File: config.mk
export PLATFORM = sky130hd
export DESIGN_NAME = timer_event_flag_logic
export DESIGN_NICKNAME = d
export VERILOG_FILES = /design/src/timer_flags_pkg.sv /design/src/timer_channel_event.sv /design/src/timer_event_flag_logic.sv
export SDC_FILE = /design/constraint.sdc
export NUM_CORES = 1
export LEC_CHECK = 0
export BUFFER_PORTS_ARGS = -buffer_cell sky130_fd_sc_hd__buf_4
export CORE_MARGIN = 2
export CORE_UTILIZATION = 50
export DETAILED_ROUTE_END_ITERATION = 7
export GPL_ROUTABILITY_DRIVEN = 0
export PLACE_DENSITY = 0.79
export SETUP_SLACK_MARGIN = 0.5
export SLEW_MARGIN = 5
export SYNTH_ARGS = -nofsm -noshare
export SYNTH_HDL_FRONTEND = slang
export SYNTH_HIERARCHICAL = 1
export SYNTH_SLANG_ARGS = --single-unit
File: constraint.sdc
create_clock -name i_clk -period 4.4 [get_ports i_clk]
set_input_delay 0.22 -clock i_clk [delete_from_list [all_inputs] [get_ports i_clk]]
set_output_delay 0.22 -clock i_clk [all_outputs]
set_load 0.03 [all_outputs]
File: src/timer_flags_pkg.sv
package timer_flags_pkg;

   // Counter geometry
   localparam int CNT_W = 16;
   localparam int NUM_CH = 6;
   localparam logic [15:0] CNT_ZERO = 16'h0000;
   localparam logic [15:0] CNT_FULL = 16'hffff;
   localparam logic [15:0] MOD_NONE = 16'h0000;

   // Reset values
   localparam logic RST_FLAG = 1'b0;
   localparam logic RST_ARMED = 1'b0;
   localparam logic RST_DIR_DOWN = 1'b0;
   localparam logic [1:0] RST_SYNC = 2'h0;

   // Edge select field positions within the two-bit select
   localparam int EDGE_SEL_HIGH_BIT = 1;
   localparam int EDGE_SEL_LOW_BIT = 0;

   // Channel modes
   typedef enum logic [1:0] {
      MODE_CAPTURE,
      MODE_COMPARE,
      MODE_EDGE_PWM
   } ch_mode_e;

   // Next flag value: a new event always wins over the clear
   function automatic logic flag_next(input logic flag, input logic armed,
                                      input logic evt, input logic wr_zero);
      flag_next = evt | (flag & ~(wr_zero & armed));
   endfunction

   // Next arm state: a read of a set flag arms, an event disarms
   function automatic logic armed_next(input logic flag, input logic armed,
                                       input logic evt, input logic rd,
                                       input logic wr_zero);
      if (evt)
      begin
         armed_next = 1'b0;
      end
      else if (rd && flag)
      begin
         armed_next = 1'b1;
      end
      else if (wr_zero)
      begin
         armed_next = 1'b0;
      end
      else
      begin
         armed_next = armed;
      end
   endfunction

endpackage

File: src/timer_channel_event.sv
`timescale 1ns/1ns
module timer_channel_event
(
   // Clock and reset
   input wire logic i_clk,
   input wire logic i_rst_n,
   // Counter state
   input wire logic i_tick,
   input wire logic i_center_aligned_pwm,
   input wire logic [15:0] i_count,
   // Channel configuration
   input wire timer_flags_pkg::ch_mode_e i_mode,
   input wire logic i_edge_select_high,
   input wire logic i_edge_select_low,
   input wire logic [15:0] i_value,
   input wire logic i_channel_irq_enable,
   // Channel pin
   input wire logic i_pin,
   // Software flag access
   input wire logic i_flag_rd,
   input wire logic i_flag_wr_zero,
   // Results
   output logic o_channel_event_flag,
   output logic o_irq,
   output logic [15:0] o_capture
);

   logic [1:0] sync_r;
   logic [1:0] sync_nxt;
   logic pin_prev_r;
   logic pin_prev_nxt;
   logic flag_r;
   logic flag_nxt;
   logic armed_r;
   logic armed_nxt;
   logic [15:0] capture_r;
   logic [15:0] capture_nxt;
   logic rise;
   logic fall;
   logic edge_hit;
   logic match;
   logic evt;

   ////////////////////////////////////////////////////////////////////////
   // Event detection
   always_comb
   begin
      sync_nxt = {sync_r[0], i_pin};
      pin_prev_nxt = sync_r[1];
      rise = sync_r[1] & ~pin_prev_r;
      fall = ~sync_r[1] & pin_prev_r;
      // Select 00 means capture off
      unique case ({i_edge_select_high, i_edge_select_low})
         2'h1: edge_hit = rise;
         2'h2: edge_hit = fall;
         2'h3: edge_hit = rise | fall;
         2'h0: edge_hit = 1'b0;
      endcase
      // Match only on an advancing cycle, so one visit gives one event
      match = i_tick && (i_count == i_value);
      if (i_center_aligned_pwm)
      begin
         evt = match;
      end
      else
      begin
         unique case (i_mode)
            timer_flags_pkg::MODE_CAPTURE: evt = edge_hit;
            timer_flags_pkg::MODE_COMPARE: evt = match;
            timer_flags_pkg::MODE_EDGE_PWM: evt = match;
            default: evt = 1'b0;
         endcase
      end
      capture_nxt = (evt && !i_center_aligned_pwm &&
                     i_mode == timer_flags_pkg::MODE_CAPTURE) ?
                    i_count : capture_r;
      flag_nxt = timer_flags_pkg::flag_next(flag_r, armed_r, evt,
                                            i_flag_wr_zero);
      armed_nxt = timer_flags_pkg::armed_next(flag_r, armed_r, evt,
                                              i_flag_rd, i_flag_wr_zero);
   end

   ////////////////////////////////////////////////////////////////////////
   // State registers
   always_ff @(posedge i_clk or negedge i_rst_n)
   begin
      if (!i_rst_n)
      begin
         sync_r <= timer_flags_pkg::RST_SYNC;
         pin_prev_r <= 1'b0;
         flag_r <= timer_flags_pkg::RST_FLAG;
         armed_r <= timer_flags_pkg::RST_ARMED;
         capture_r <= timer_flags_pkg::CNT_ZERO;
      end
      else
      begin
         sync_r <= sync_nxt;
         pin_prev_r <= pin_prev_nxt;
         flag_r <= flag_nxt;
         armed_r <= armed_nxt;
         capture_r <= capture_nxt;
      end
   end

   // Level request while enabled and set
   assign o_irq = flag_r & i_channel_irq_enable;
   assign o_channel_event_flag = flag_r;
   assign o_capture = capture_r;

endmodule // timer_channel_event

File: src/timer_event_flag_logic.sv
`timescale 1ns/1ns
// Behaviour
// Free-run up count 0000..ffff wraps to 0000, setting the wrap flag.
// With a modulus, wrap flag sets on modulus-to-0000 transition.
// Up/down mode sets wrap flag when stepping down from the modulus.
// Two edge-select bits choose rising, falling, both or no capture edge.
// Input capture sets channel flag on each selected edge.
// Output compare sets channel flag on each tick that finds counter equal to compare value.
// Edge PWM sets channel flag on compare match, end of duty.
// Center PWM sets channel flag on both matches per period.
// Software clears flags by read-then-write-zero, never a single write.
// Clear needs read while set then zero write; new event keeps flag.
// Enabled flag holds a level interrupt request while it is one.
// Flags evaluate only on advancing or sampled cycles, once per event.
module timer_event_flag_logic
(
   // Clock and reset
   input wire logic i_clk,
   input wire logic i_rst_n,
   // Counter control
   input wire logic i_count_tick,
   input wire logic i_center_aligned_pwm,
   input wire logic [15:0] i_modulus,
   input wire logic i_wrap_irq_enable,
   // Wrap flag access
   input wire logic i_wrap_flag_rd,
   input wire logic i_wrap_flag_wr_zero,
   // Channel configuration
   input wire timer_flags_pkg::ch_mode_e i_ch_mode [timer_flags_pkg::NUM_CH],
   input wire logic [5:0] i_edge_select_high,
   input wire logic [5:0] i_edge_select_low,
   input wire logic [15:0] i_ch_value [timer_flags_pkg::NUM_CH],
   input wire logic [5:0] i_channel_irq_enable,
   // Channel pins
   input wire logic [5:0] i_ch_pin,
   // Channel flag access
   input wire logic [5:0] i_ch_flag_rd,
   input wire logic [5:0] i_ch_flag_wr_zero,
   // Counter and flags
   output logic [15:0] o_count,
   output logic o_count_down,
   output logic o_counter_wrap_flag,
   output logic [5:0] o_channel_event_flag,
   output logic [15:0] o_capture [timer_flags_pkg::NUM_CH],
   // Interrupt requests
   output logic o_wrap_irq,
   output logic [5:0] o_channel_irq
);

   // Counter state
   logic [15:0] count_r;
   logic [15:0] count_nxt;
   logic down_r;
   logic down_nxt;

   // Wrap flag state
   logic wrap_flag_r;
   logic wrap_flag_nxt;
   logic wrap_armed_r;
   logic wrap_armed_nxt;

   // Decoded counter conditions
   logic [15:0] limit;
   logic wrap_evt;

   ////////////////////////////////////////////////////////////////////////
   // Limit test shared by both counting modes; >= also catches a count
   // left above a modulus that was lowered while running
   function automatic logic at_limit(input logic [15:0] count,
                                     input logic [15:0] lim);
      at_limit = (count >= lim);
   endfunction

   // Single steps; the carry or borrow is dropped on purpose
   function automatic logic [15:0] step_up(input logic [15:0] count);
      step_up = count + 16'h0001;
   endfunction

   function automatic logic [15:0] step_down(input logic [15:0] count);
      step_down = count - 16'h0001;
   endfunction

   ////////////////////////////////////////////////////////////////////////
   // Effective limit: a zero modulus means the full 16-bit range
   always_comb
   begin
      limit = (i_modulus == timer_flags_pkg::MOD_NONE) ?
              timer_flags_pkg::CNT_FULL : i_modulus;
   end

   ////////////////////////////////////////////////////////////////////////
   // Counter and wrap event
   always_comb
   begin
      count_nxt = count_r;
      down_nxt = down_r;
      wrap_evt = 1'b0;
      if (i_count_tick)
      begin
         if (!i_center_aligned_pwm)
         begin
            down_nxt = 1'b0;
            if (at_limit(count_r, limit))
            begin
               // Also recovers if the modulus drops below the count
               count_nxt = timer_flags_pkg::CNT_ZERO;
               wrap_evt = 1'b1;
            end
            else
            begin
               count_nxt = step_up(count_r);
            end
         end
         else if (!down_r)
         begin
            if (at_limit(count_r, limit))
            begin
               // Turn at the modulus: this is the period end
               count_nxt = step_down(count_r);
               down_nxt = 1'b1;
               wrap_evt = 1'b1;
            end
            else
            begin
               count_nxt = step_up(count_r);
            end
         end
         else
         begin
            if (count_r == timer_flags_pkg::CNT_ZERO)
            begin
               // Zero is the period centre, no flag here
               count_nxt = step_up(count_r);
               down_nxt = 1'b0;
            end
            else
            begin
               count_nxt = step_down(count_r);
            end
         end
      end
   end

   ////////////////////////////////////////////////////////////////////////
   // Wrap flag next state; a wrap in the clear cycle keeps the flag set
   always_comb
   begin
      wrap_flag_nxt = timer_flags_pkg::flag_next(wrap_flag_r, wrap_armed_r,
                         wrap_evt, i_wrap_flag_wr_zero);
      wrap_armed_nxt = timer_flags_pkg::armed_next(wrap_flag_r,
                          wrap_armed_r, wrap_evt, i_wrap_flag_rd,
                          i_wrap_flag_wr_zero);
   end

   ////////////////////////////////////////////////////////////////////////
   // Counter registers
   always_ff @(posedge i_clk or negedge i_rst_n)
   begin
      if (!i_rst_n)
      begin
         count_r <= timer_flags_pkg::CNT_ZERO;
         down_r <= timer_flags_pkg::RST_DIR_DOWN;
      end
      else
      begin
         count_r <= count_nxt;
         down_r <= down_nxt;
      end
   end

   ////////////////////////////////////////////////////////////////////////
   // Wrap flag registers
   always_ff @(posedge i_clk or negedge i_rst_n)
   begin
      if (!i_rst_n)
      begin
         wrap_flag_r <= timer_flags_pkg::RST_FLAG;
         wrap_armed_r <= timer_flags_pkg::RST_ARMED;
      end
      else
      begin
         wrap_flag_r <= wrap_flag_nxt;
         wrap_armed_r <= wrap_armed_nxt;
      end
   end

   // Outputs straight from the registers
   assign o_count = count_r;
   assign o_count_down = down_r;
   assign o_counter_wrap_flag = wrap_flag_r;
   // Level request follows flag and enable with no extra delay
   assign o_wrap_irq = wrap_flag_r & i_wrap_irq_enable;

   ////////////////////////////////////////////////////////////////////////
   // Channels; all see the pre-update count, so a match is taken
   // on the same edge that moves the counter
   genvar ch;
   generate
      for (ch = 0; ch < timer_flags_pkg::NUM_CH; ch++)
      begin : g_ch
         timer_channel_event u_ch
         (
            .i_clk(i_clk),
            .i_rst_n(i_rst_n),
            .i_tick(i_count_tick),
            .i_center_aligned_pwm(i_center_aligned_pwm),
            .i_count(count_r),
            .i_mode(i_ch_mode[ch]),
            .i_edge_select_high(i_edge_select_high[ch]),
            .i_edge_select_low(i_edge_select_low[ch]),
            .i_value(i_ch_value[ch]),
            .i_channel_irq_enable(i_channel_irq_enable[ch]),
            .i_pin(i_ch_pin[ch]),
            .i_flag_rd(i_ch_flag_rd[ch]),
            .i_flag_wr_zero(i_ch_flag_wr_zero[ch]),
            .o_channel_event_flag(o_channel_event_flag[ch]),
            .o_irq(o_channel_irq[ch]),
            .o_capture(o_capture[ch])
         );
      end
   endgenerate

endmodule // timer_event_flag_logic

======== Yosys cells after proc, flatten, opt, wreduce, memory -nomap -nowiden ========
Cells that the tools add are included.
word-level totals
  register bits after elaboration ......... 145
  input port bits ......................... 167
  output and inout port bits .............. 127
  word-level logic and storage cells ...... 243
operators by class
  $add $sub $neg .......................... 2
  order comparisons ....................... 1
  equal/unequal tests ..................... 36
  multiplexer cells ....................... 52
  bitwise logic cells ..................... 65
  reduce and logical (&&, ||, !) cells .... 53
operator list
  cell                     number
  $eq A16 B16 Y1           6
  $mux W16                 6
  $eq A2 B2 Y1 const B     18
  $mux W1                  34
  $and A1 B1 Y1            33
  $logic_not A16 Y1        2
  $logic_and A1 B1 Y1      25
  $eq A2 B1 Y1 const B     12
  $logic_not A2 Y1         12
  $pmux W1 S4              6
  $reduce_bool A3 Y1       7
  $not A1 Y1               19
  $add A16 B1 Y16 const B  1
  $ge A16 B16 Y1           1
  $sub A16 B1 Y16 const B  1
  $or A1 B1 Y1             13
  $pmux W1 S2              6
  $reduce_or A2 Y1         6
  $logic_not A1 Y1         1

======== Depth between registers and ports, before layout ========
Gate-level depths: netlist of the first run.
  depth in word-level cells ............... 8
  depth in mapped cells ................... 15
  mapped depth without buffers ............ 11

======== By module ========
The synthesis of the first run kept the hierarchy.
modules (own cells, without submodules)
  module                                  instances  cells an instance  area an instance (sq um)  sequential area each (sq um)
  timer_channel_event (g_ch[0].u_ch ...)  5          90                 1133.6                    525.5
  timer_event_flag_logic                  1          261                2143.3                    475.5
  timer_channel_event (g_ch[1].u_ch)      1          89                 1126.1                    525.5

======== Least setup slack after synthesis of the first run ========
Ideal clock, no wire load.
  path kind ............................... input-to-reg
  from .................................... input i_modulus[3]
  to ...................................... register count_r[11] (netlist: o_count[11])
  setup time .............................. 0.080 ns
  arrival time ............................ 3.183 ns
  data required time ...................... 4.320 ns
  setup slack ............................. 1.137 ns
  stages on the path ...................... 13
  path buffers ............................ 2
  path through ............................ nor4_1 > and4_1 > clkbuf_1 > clkbuf_1 > nor2_1 > ha_1 > a211o_1 > a21o_1 > a32o_1 > or3_4 > and2_4 > or4_4 > o211ai_2
on the way
  longest elaborated chain between the ends .. 6
  elaborated cells on any way between the ends .. 7
  classes of those cells .................. order compare (1); mux (5); reduce/logical (1)
RTL lines
  item                  RTL line                       text
  start, declared       timer_event_flag_logic.sv:23   input wire logic [15:0] i_modulus,
  $logic_not A16 Y1     timer_event_flag_logic.sv:87   limit = (i_modulus == timer_flags_pkg::MOD_NONE) ?
  $mux W16 *            timer_event_flag_logic.sv:87
  $ge A16 B16 Y1 *      timer_event_flag_logic.sv:71   at_limit = (count >= lim);
  $mux W16              timer_event_flag_logic.sv:116  if (at_limit(count_r, limit))
  $mux W16              timer_event_flag_logic.sv:114  else if (!down_r)
  $mux W16 *            timer_event_flag_logic.sv:100  if (!i_center_aligned_pwm)
  end signal, assigned  timer_event_flag_logic.sv:161  count_r <= timer_flags_pkg::CNT_ZERO;
  end signal, assigned  timer_event_flag_logic.sv:166  count_r <= count_nxt;
  end, declared         timer_event_flag_logic.sv:51   logic [15:0] count_r;
Mark *: on every way between the ends. The rest lies on a longest branch, timed or not.
A chain may end at the register's enable or synchronous reset.

======== Worst setup path after layout of the first run ========
  from .................................... input i_modulus[0]
  to ...................................... register count_r[14] (netlist: o_count[14])
Same word-level chain as after synthesis.

==> flow_summary.yaml, run 1 <==
power_and_ir_drop:
  ir_worst_vdd_uv: 446
  p_leak_nw: 6.17
  power_density_nw_per_um2: 611
sta:
  rsz0062_at_grt: "false"
  fmax_mhz: 321
  hold_violations: 0
  tns_ns: 0
  whs_ns: 0.0541
  timing.final.crit_period_ns: 3.12
  slew_headroom_pct: 30.3
  post-route-period-util_pct: 70.9
  setup_viol: 0
  maxSlewViolCount: 0
  worst_slack_ns: 1.28
  clock_skew_ns: 0.00895
  tightest_slew_ns: 1.05
worst_setup_path:
  end_kind: "register"
  worstSetupStartpointType: "primary input"
  worstPathBufferInverterCount: 2
  path_cells: "buf_4, nor4_1, and4_1, or2_2, ha_1, nand2b_4, a2111oi_2, and4bb_4, o41ai_4, or2_0, buf_4, nor2_1, a221o_1"
  critPathRequiredTime_ns: 4.71
  critPathKind: "in -> reg"
  cp.arrival_ns: 3.43
  crit_path_max_fanout: 13
  slowest_delay_ns: 0.38
  cpMostUsedCell: "buf_4"
  crit_family: "simple AND/OR/NAND/NOR gates"
  slowest_stage: "and4_1"
routing:
  drc: 0
  drt_first_pass_iters: 5
  avgRoutedWirePerCell_um: 21.8
  wl_um: 29500
  vias: 7753
  vias_per_cell: 5.73
  drtIter0Drc: 729
  ant_nets: 0
synth:
  synth-edff-count: 0
  yosys_warnings: 6
  synth.avg_cell_area_um2: 11.2
  synth_top_area_cell: "dfrtp_1"
  synth.cell_area_um2: 8940
  yosysSeqAreaShare_pct: 40.6
  yosys_most_used_dff: "dfrtp_1"
  netlist_top_cells_area: "dfrtp_1 41%, mux2_4 10%, ha_1 6.0%"
  synth_seq_cells: 145
  synthesis.nets: 1010
  synth.most_common_cell: "dfrtp_1"
  syn_inst: 800
  synth_cell_types: 74
  synthArstFlopShare_pct: 100
  synth_top_cell_area_share_pct: 40.6
  synth.cells.most_frequent: "145 x dfrtp_1, 60 x inv_1, 60 x mux2_4"
cts:
  cts.clk_slew.worst_paths_ns: 0.07
  cts_buffers: 17
  worst_skew_pair.late_latency_ns: 0.42
  cts_tree: "built"
  postCtsSetupRepairBufs: 0
  clkSinkCount: 145
  root_buffer: "clkbuf_16"
  cts_max_level: 4
  cts_resized: 0
  cts_buffer_depth: 2
cells_and_area:
  drive_gt1_share_pct: 42.7
  final_nets: 1324
  fillCellCount: 1293
  areaGrowthSynthToFinish_pct: 34.5
  diodes: 0
  design_area_um2: 12000
place:
  placed_cell_area_um2: 11400
  hpwlAfterDp_um: 20400
  dp_slack_ns: 0.818
  io_buffers: 293
floorplan:
  die-height_um: 138
  die_area_um2: 19000
  core-area_um2: 17400
  die_x_um: 138
  rows: 48
  num_io_pins: 294
  start_util_pct: 51.5
grt:
  track_usage_pct: 30.9
  grt_overflow: 0
  grt_pass1_wl_um: 43300
  antenna_found_initial: 0
  grt_pass1_vias: 7675
  grt_max_degree: 109
run:
  max_cap_viol_count: 0
run_status:
  outcome: "complete, no violations"
worst_hold_path:
  hold_path_class: "in -> reg"
worst min-delay path, delay by kind of cell:
| kind | cells | cell delay, ns |
|---|---|---|
| buffers and inverters | 1 | 0.08 |
| AND/OR/NAND/NOR | 3 | 0.14 |
through the flow:
stage / power (mW) / util [%] / instances
2_1_floorplan: 4.38 / - / 800
3_3_place_gp: 5.80 / 65.5 / 1313
3_5_place_dp: 5.89 / 65.5 / 1313
4_1_cts: 7.35 / 69.2 / 1352
5_1_grt: 7.66 / 69.2 / 1352
6_report: 7.35 / 69.2 / 1352
placed cells by master (no fill, tap or decap), types with 3 or more instances in the layout:
cell,synthesis,layout
a211o_1,7,7
a21o_1,12,12
a21oi_1,16,16
a222oi_1,6,6
a22oi_1,7,7
a31oi_1,7,7
a31oi_4,6,6
and2_1,7,7
and3_1,12,12
and3_2,7,7
buf_4,6,311
clkbuf_16,0,17
dfrtp_1,145,145
dlygate4sd3_1,0,7
ha_1,43,43
inv_1,60,60
inv_6,0,8
mux2_2,38,38
mux2_4,60,60
nand2_1,59,59
nand3_1,9,9
nand3b_1,7,7
nand4_1,10,10
nor2_1,39,39
nor2b_1,17,17
nor3_1,11,11
nor4_1,15,15
nor4_4,6,6
o211ai_1,3,3
o21a_1,3,3
o21ai_0,24,24
o22ai_1,6,6
o31ai_1,3,3
or4_4,3,3
xnor2_1,38,38
xor2_1,42,42
layer usage:
layer | track usage, % | wire (µm) | vias up | part of all wire [%]
li1 | - | - | 3485 | -
met1 | 37.0 | 11100 | 3784 | 38
met2 | 53.2 | 14500 | 402 | 49
met3 | 6.48 | 2580 | 82 | 8.8
met4 | 14.2 | 1250 | 0 | 4.3
met5 | 0 | 0 | - | 0
final timing paths:
check,from,to,slack [ns],cells after the start
min in group asynchronous,i_rst_n,g_ch[1].u_ch/o_capture[3],0.45,2
max,i_modulus[0],o_count[14],1.28,13
min,i_ch_flag_wr_zero[3],g_ch[3].u_ch/o_channel_event_flag,0.05,4
max reg2reg,o_count[0],o_count[14],1.45,10
max in group asynchronous,i_rst_n,g_ch[1].u_ch/armed_r,2.72,3
min reg2reg,g_ch[5].u_ch/sync_r[0],g_ch[5].u_ch/sync_r[1],0.34,0
state kept, by name, summed over array words and instances (netlist names):
signal / cells
g_ch.u_ch/armed_r: 6
g_ch.u_ch/o_capture: 96
g_ch.u_ch/o_channel_event_flag: 6
g_ch.u_ch/pin_prev_r: 6
g_ch.u_ch/sync_r: 12
o_count: 16
o_count_down: 1
o_counter_wrap_flag: 1
wrap_armed_r: 1
what timing repair did:
action / 4_1_cts / 5_1_grt
endpoints found under the setup margin: 0 / 0
endpoints found under the hold margin: 83 / 0
hold buffers: 7 / 0
cell families after synthesis:
family / share of synthesized area, %
mux: 15.1
xor+xnor: 7.84
fa+ha+maj: 6.02
flops: 40.6
buf+inv: 4.73
compound gates: 10.6
simple gates: 15.1
final cells by class:
| class | count | area (µm²) | area share [%] |
|---|---|---|---|
| tap | 225 | 282 | 2.34 |
| clock buffer | 18 | 439 | 3.65 |
| sequential | 145 | 3630 | 30.2 |
| inverter | 60 | 225 | 1.87 |
| timing repair buffer | 319 | 2420 | 20.1 |
| multi-input combinational | 571 | 4890 | 40.7 |
| clock inverter | 14 | 141 | 1.18 |
power by group:
part | internal, mW | switching (mW)
combinational | 1.51 | 2.29
sequential | 1.78 | 0.330
clock | 0.814 | 0.621
total | 4.10 | 3.24
Note: power is estimated with default switching activity, not from simulation.
==> run 2, diff against run 1 <==
- ABC_AREA: default -> 1
- CORE_UTILIZATION: 50 -> 49
- clock period: 4.4 -> 2.67 ns (I/O delays scaled with it)
==> flow_summary.yaml, run 2 <==
cts:
  cts_max_level: 4
  cts_buffer_depth: 2
  cts_buffers: 17
  root_buffer: "clkbuf_16"
  worst_skew_pair.late_latency_ns: 0.43
  clkSinkCount: 145
  cts.clk_slew.worst_paths_ns: 0.06
  cts_tree: "built"
sta:
  timing.final.crit_period_ns: 2.20
  fmax_mhz: 454
  rsz0062_at_grt: "true"
  hold_violations: 0
  whs_ns: 0.0155
  setup_viol: 0
  slew_headroom_pct: 45.0
  post-route-period-util_pct: 82.4
  maxSlewViolCount: 0
  tightest_slew_ns: 0.824
  clock_skew_ns: 0.0123
power_and_ir_drop:
  p_leak_nw: 8.12
  power_density_nw_per_um2: 917
  ir_worst_vdd_uv: 631
cells_and_area:
  areaGrowthSynthToFinish_pct: 39.2
  layout_common_cells: "427 x nand2_1, 348 x buf_4, 178 x inv_1, 149 x nor2_1, 140 x nand4_1"
  diodes: 0
  final_common_cell: "nand2_1"
  drive_gt1_share_pct: 33.3
  design_area_um2: 14600
  largest_reg_flops: 96
  final_nets: 2055
synth:
  synth.most_common_cell: "nand2_1"
  synth.cell_area_um2: 10500
  synth-xor-area-share_pct: 4.52
  synth_top_family_by_area: "simple AND/OR/NAND/NOR gates"
  yosys_most_used_dff: "dfrtp_1"
  syn_inst: 1475
  netlist_top_cells_area: "dfrtp_1 35%, nand2_1 15%, nand4_1 8.4%"
  synth.cells.most_frequent: "432 x nand2_1, 180 x inv_1, 159 x nor2_1"
  synthArstFlopShare_pct: 100
  synth.avg_cell_area_um2: 7.10
  synth_cell_types: 37
  synth_compound_area_share_pct: 3.18
  synth-edff-count: 0
  yosys.area_share.simple_pct: 42.7
  synthMuxAreaShare_pct: 0
  synth_top_area_cell: "dfrtp_1"
  synth_fa_ha_area_share_pct: 5.14
  synthesis.nets: 1685
  yosys_warnings: 6
  synth_seq_cells: 145
  yosysSeqAreaShare_pct: 34.6
  synth_top_cell_area_share_pct: 34.6
floorplan:
  die_x_um: 150
  die-height_um: 150
  num_io_pins: 294
  die_area_um2: 22600
  core-area_um2: 21000
  start_util_pct: 49.8
  rows: 53
routing:
  wl_met3_um: 3390
  vias_per_cell: 5.41
  vias: 11500
  wl_um: 37000
  avgRoutedWirePerCell_um: 17.3
  drt_first_pass_iters: 5
  wl_met2_um: 18000
  drtIter0Drc: 1067
  routed.top_layer: "met4"
  ant_nets: 0
  drc: 0
  drt-met1-wl_um: 14300
worst_setup_path:
  critPathRequiredTime_ns: 2.98
  crit_path_max_fanout: 6
  end_kind: "register"
  cp.arrival_ns: 2.51
  critPathKind: "in -> reg"
  ff2ff_setup_slack_ns: 0.52
  worstSetupStartpointType: "primary input"
run_status:
  outcome: "complete, no violations"
place:
  placed_cell_area_um2: 13200
  hpwlAfterDp_um: 25800
  io_buffers: 293
grt:
  grt_pass1_vias: 10700
  grt_overflow: 0
  grt_pass1_wl_um: 54100
  antenna_found_initial: 0
  track_usage_pct: 31.2
  grt_max_degree: 68
worst_hold_path:
  hold_path_class: "in -> reg"
run:
  max_cap_viol_count: 0
## run 2: layer usage
layer	up-vias	GRT usage (%)
met5	-	0
met4	0	13.5
met3	107	6.97
met2	546	52.4
met1	5404	38.5
li1	5478	-
## run 2: logic make-up after synthesis
logic type,Yosys count
xor+xnor,54
compound gates,53
simple gates,929
fa+ha+maj,43
flops,145
buf+inv,251
## run 2: through the flow
| stage | setup slack, ns | setup TNS [ns] | std cells | total power, mW | util (%) |
|---|---|---|---|---|---|
| after floorplan | 0.510 | 0 | 1475 | 7.57 | - |
| after global placement | 0.0273 | 0 | 2048 | 10.2 | 62.8 |
| after detailed placement | -0.00801 | -0.00801 | 2048 | 10.4 | 62.8 |
| after CTS | 0.500 | 0 | 2106 | 12.9 | 66.8 |
| after global routing | 0.335 | 0 | 2133 | 14.2 | 69.4 |
| final | 0.469 | 0 | 2133 | 13.4 | 69.4 |
## run 2: cell type report
cell class,count,area [µm²]
multi-input combinational,1087,6190
fill,1664,6440
timing repair inverter,1,7.51
inverter,210,795
timing repair buffer,383,3040
tap,275,344
clock inverter,15,125
sequential,145,3660
clock buffer,17,425
## run 2: worst max-delay path: stages
cell and delay, ns:
buf_4 0.11, nor4_1 0.35, nand4_1 0.29, clkinvlp_4 0.20, buf_6 0.11, nor2_2 0.03, ha_1 0.28, nand4_1 0.15
a21oi_2 0.16, nor2_2 0.06, buf_4 0.14, nand3_4 0.11, nand2_4 0.10, nand2_2 0.07, nand2_1 0.05, nor2_1 0.11
nor2_1 0.06
## run 2: path summary, 6_finish.rpt
kind / startpoint / to / cells after the start
max: i_modulus[8] / o_count[11] / 17
min: i_ch_flag_wr_zero[4] / g_ch[4].u_ch/o_channel_event_flag / 4
max reg2reg: o_count[1] / o_count[15] / 11
min reg2reg: g_ch[3].u_ch/sync_r[0] / g_ch[3].u_ch/sync_r[1] / 0
max in group asynchronous: i_rst_n / g_ch[2].u_ch/o_capture[11] / 3
min in group asynchronous: i_rst_n / g_ch[5].u_ch/sync_r[1] / 2
## run 2: power breakdown
group          internal [mW]  switching [mW]
sequential              2.78           0.725
clock                   1.22            1.07
combinational           2.84            4.74
## run 2: repair_timing
action	4_1_cts	5_1_grt
buffers inserted	10	19
resized for setup	12	63
pin swaps	1	20
hold endpoints to repair	78	0
cloned	1	8
setup endpoints to repair	104	115
hold buffers	15	0
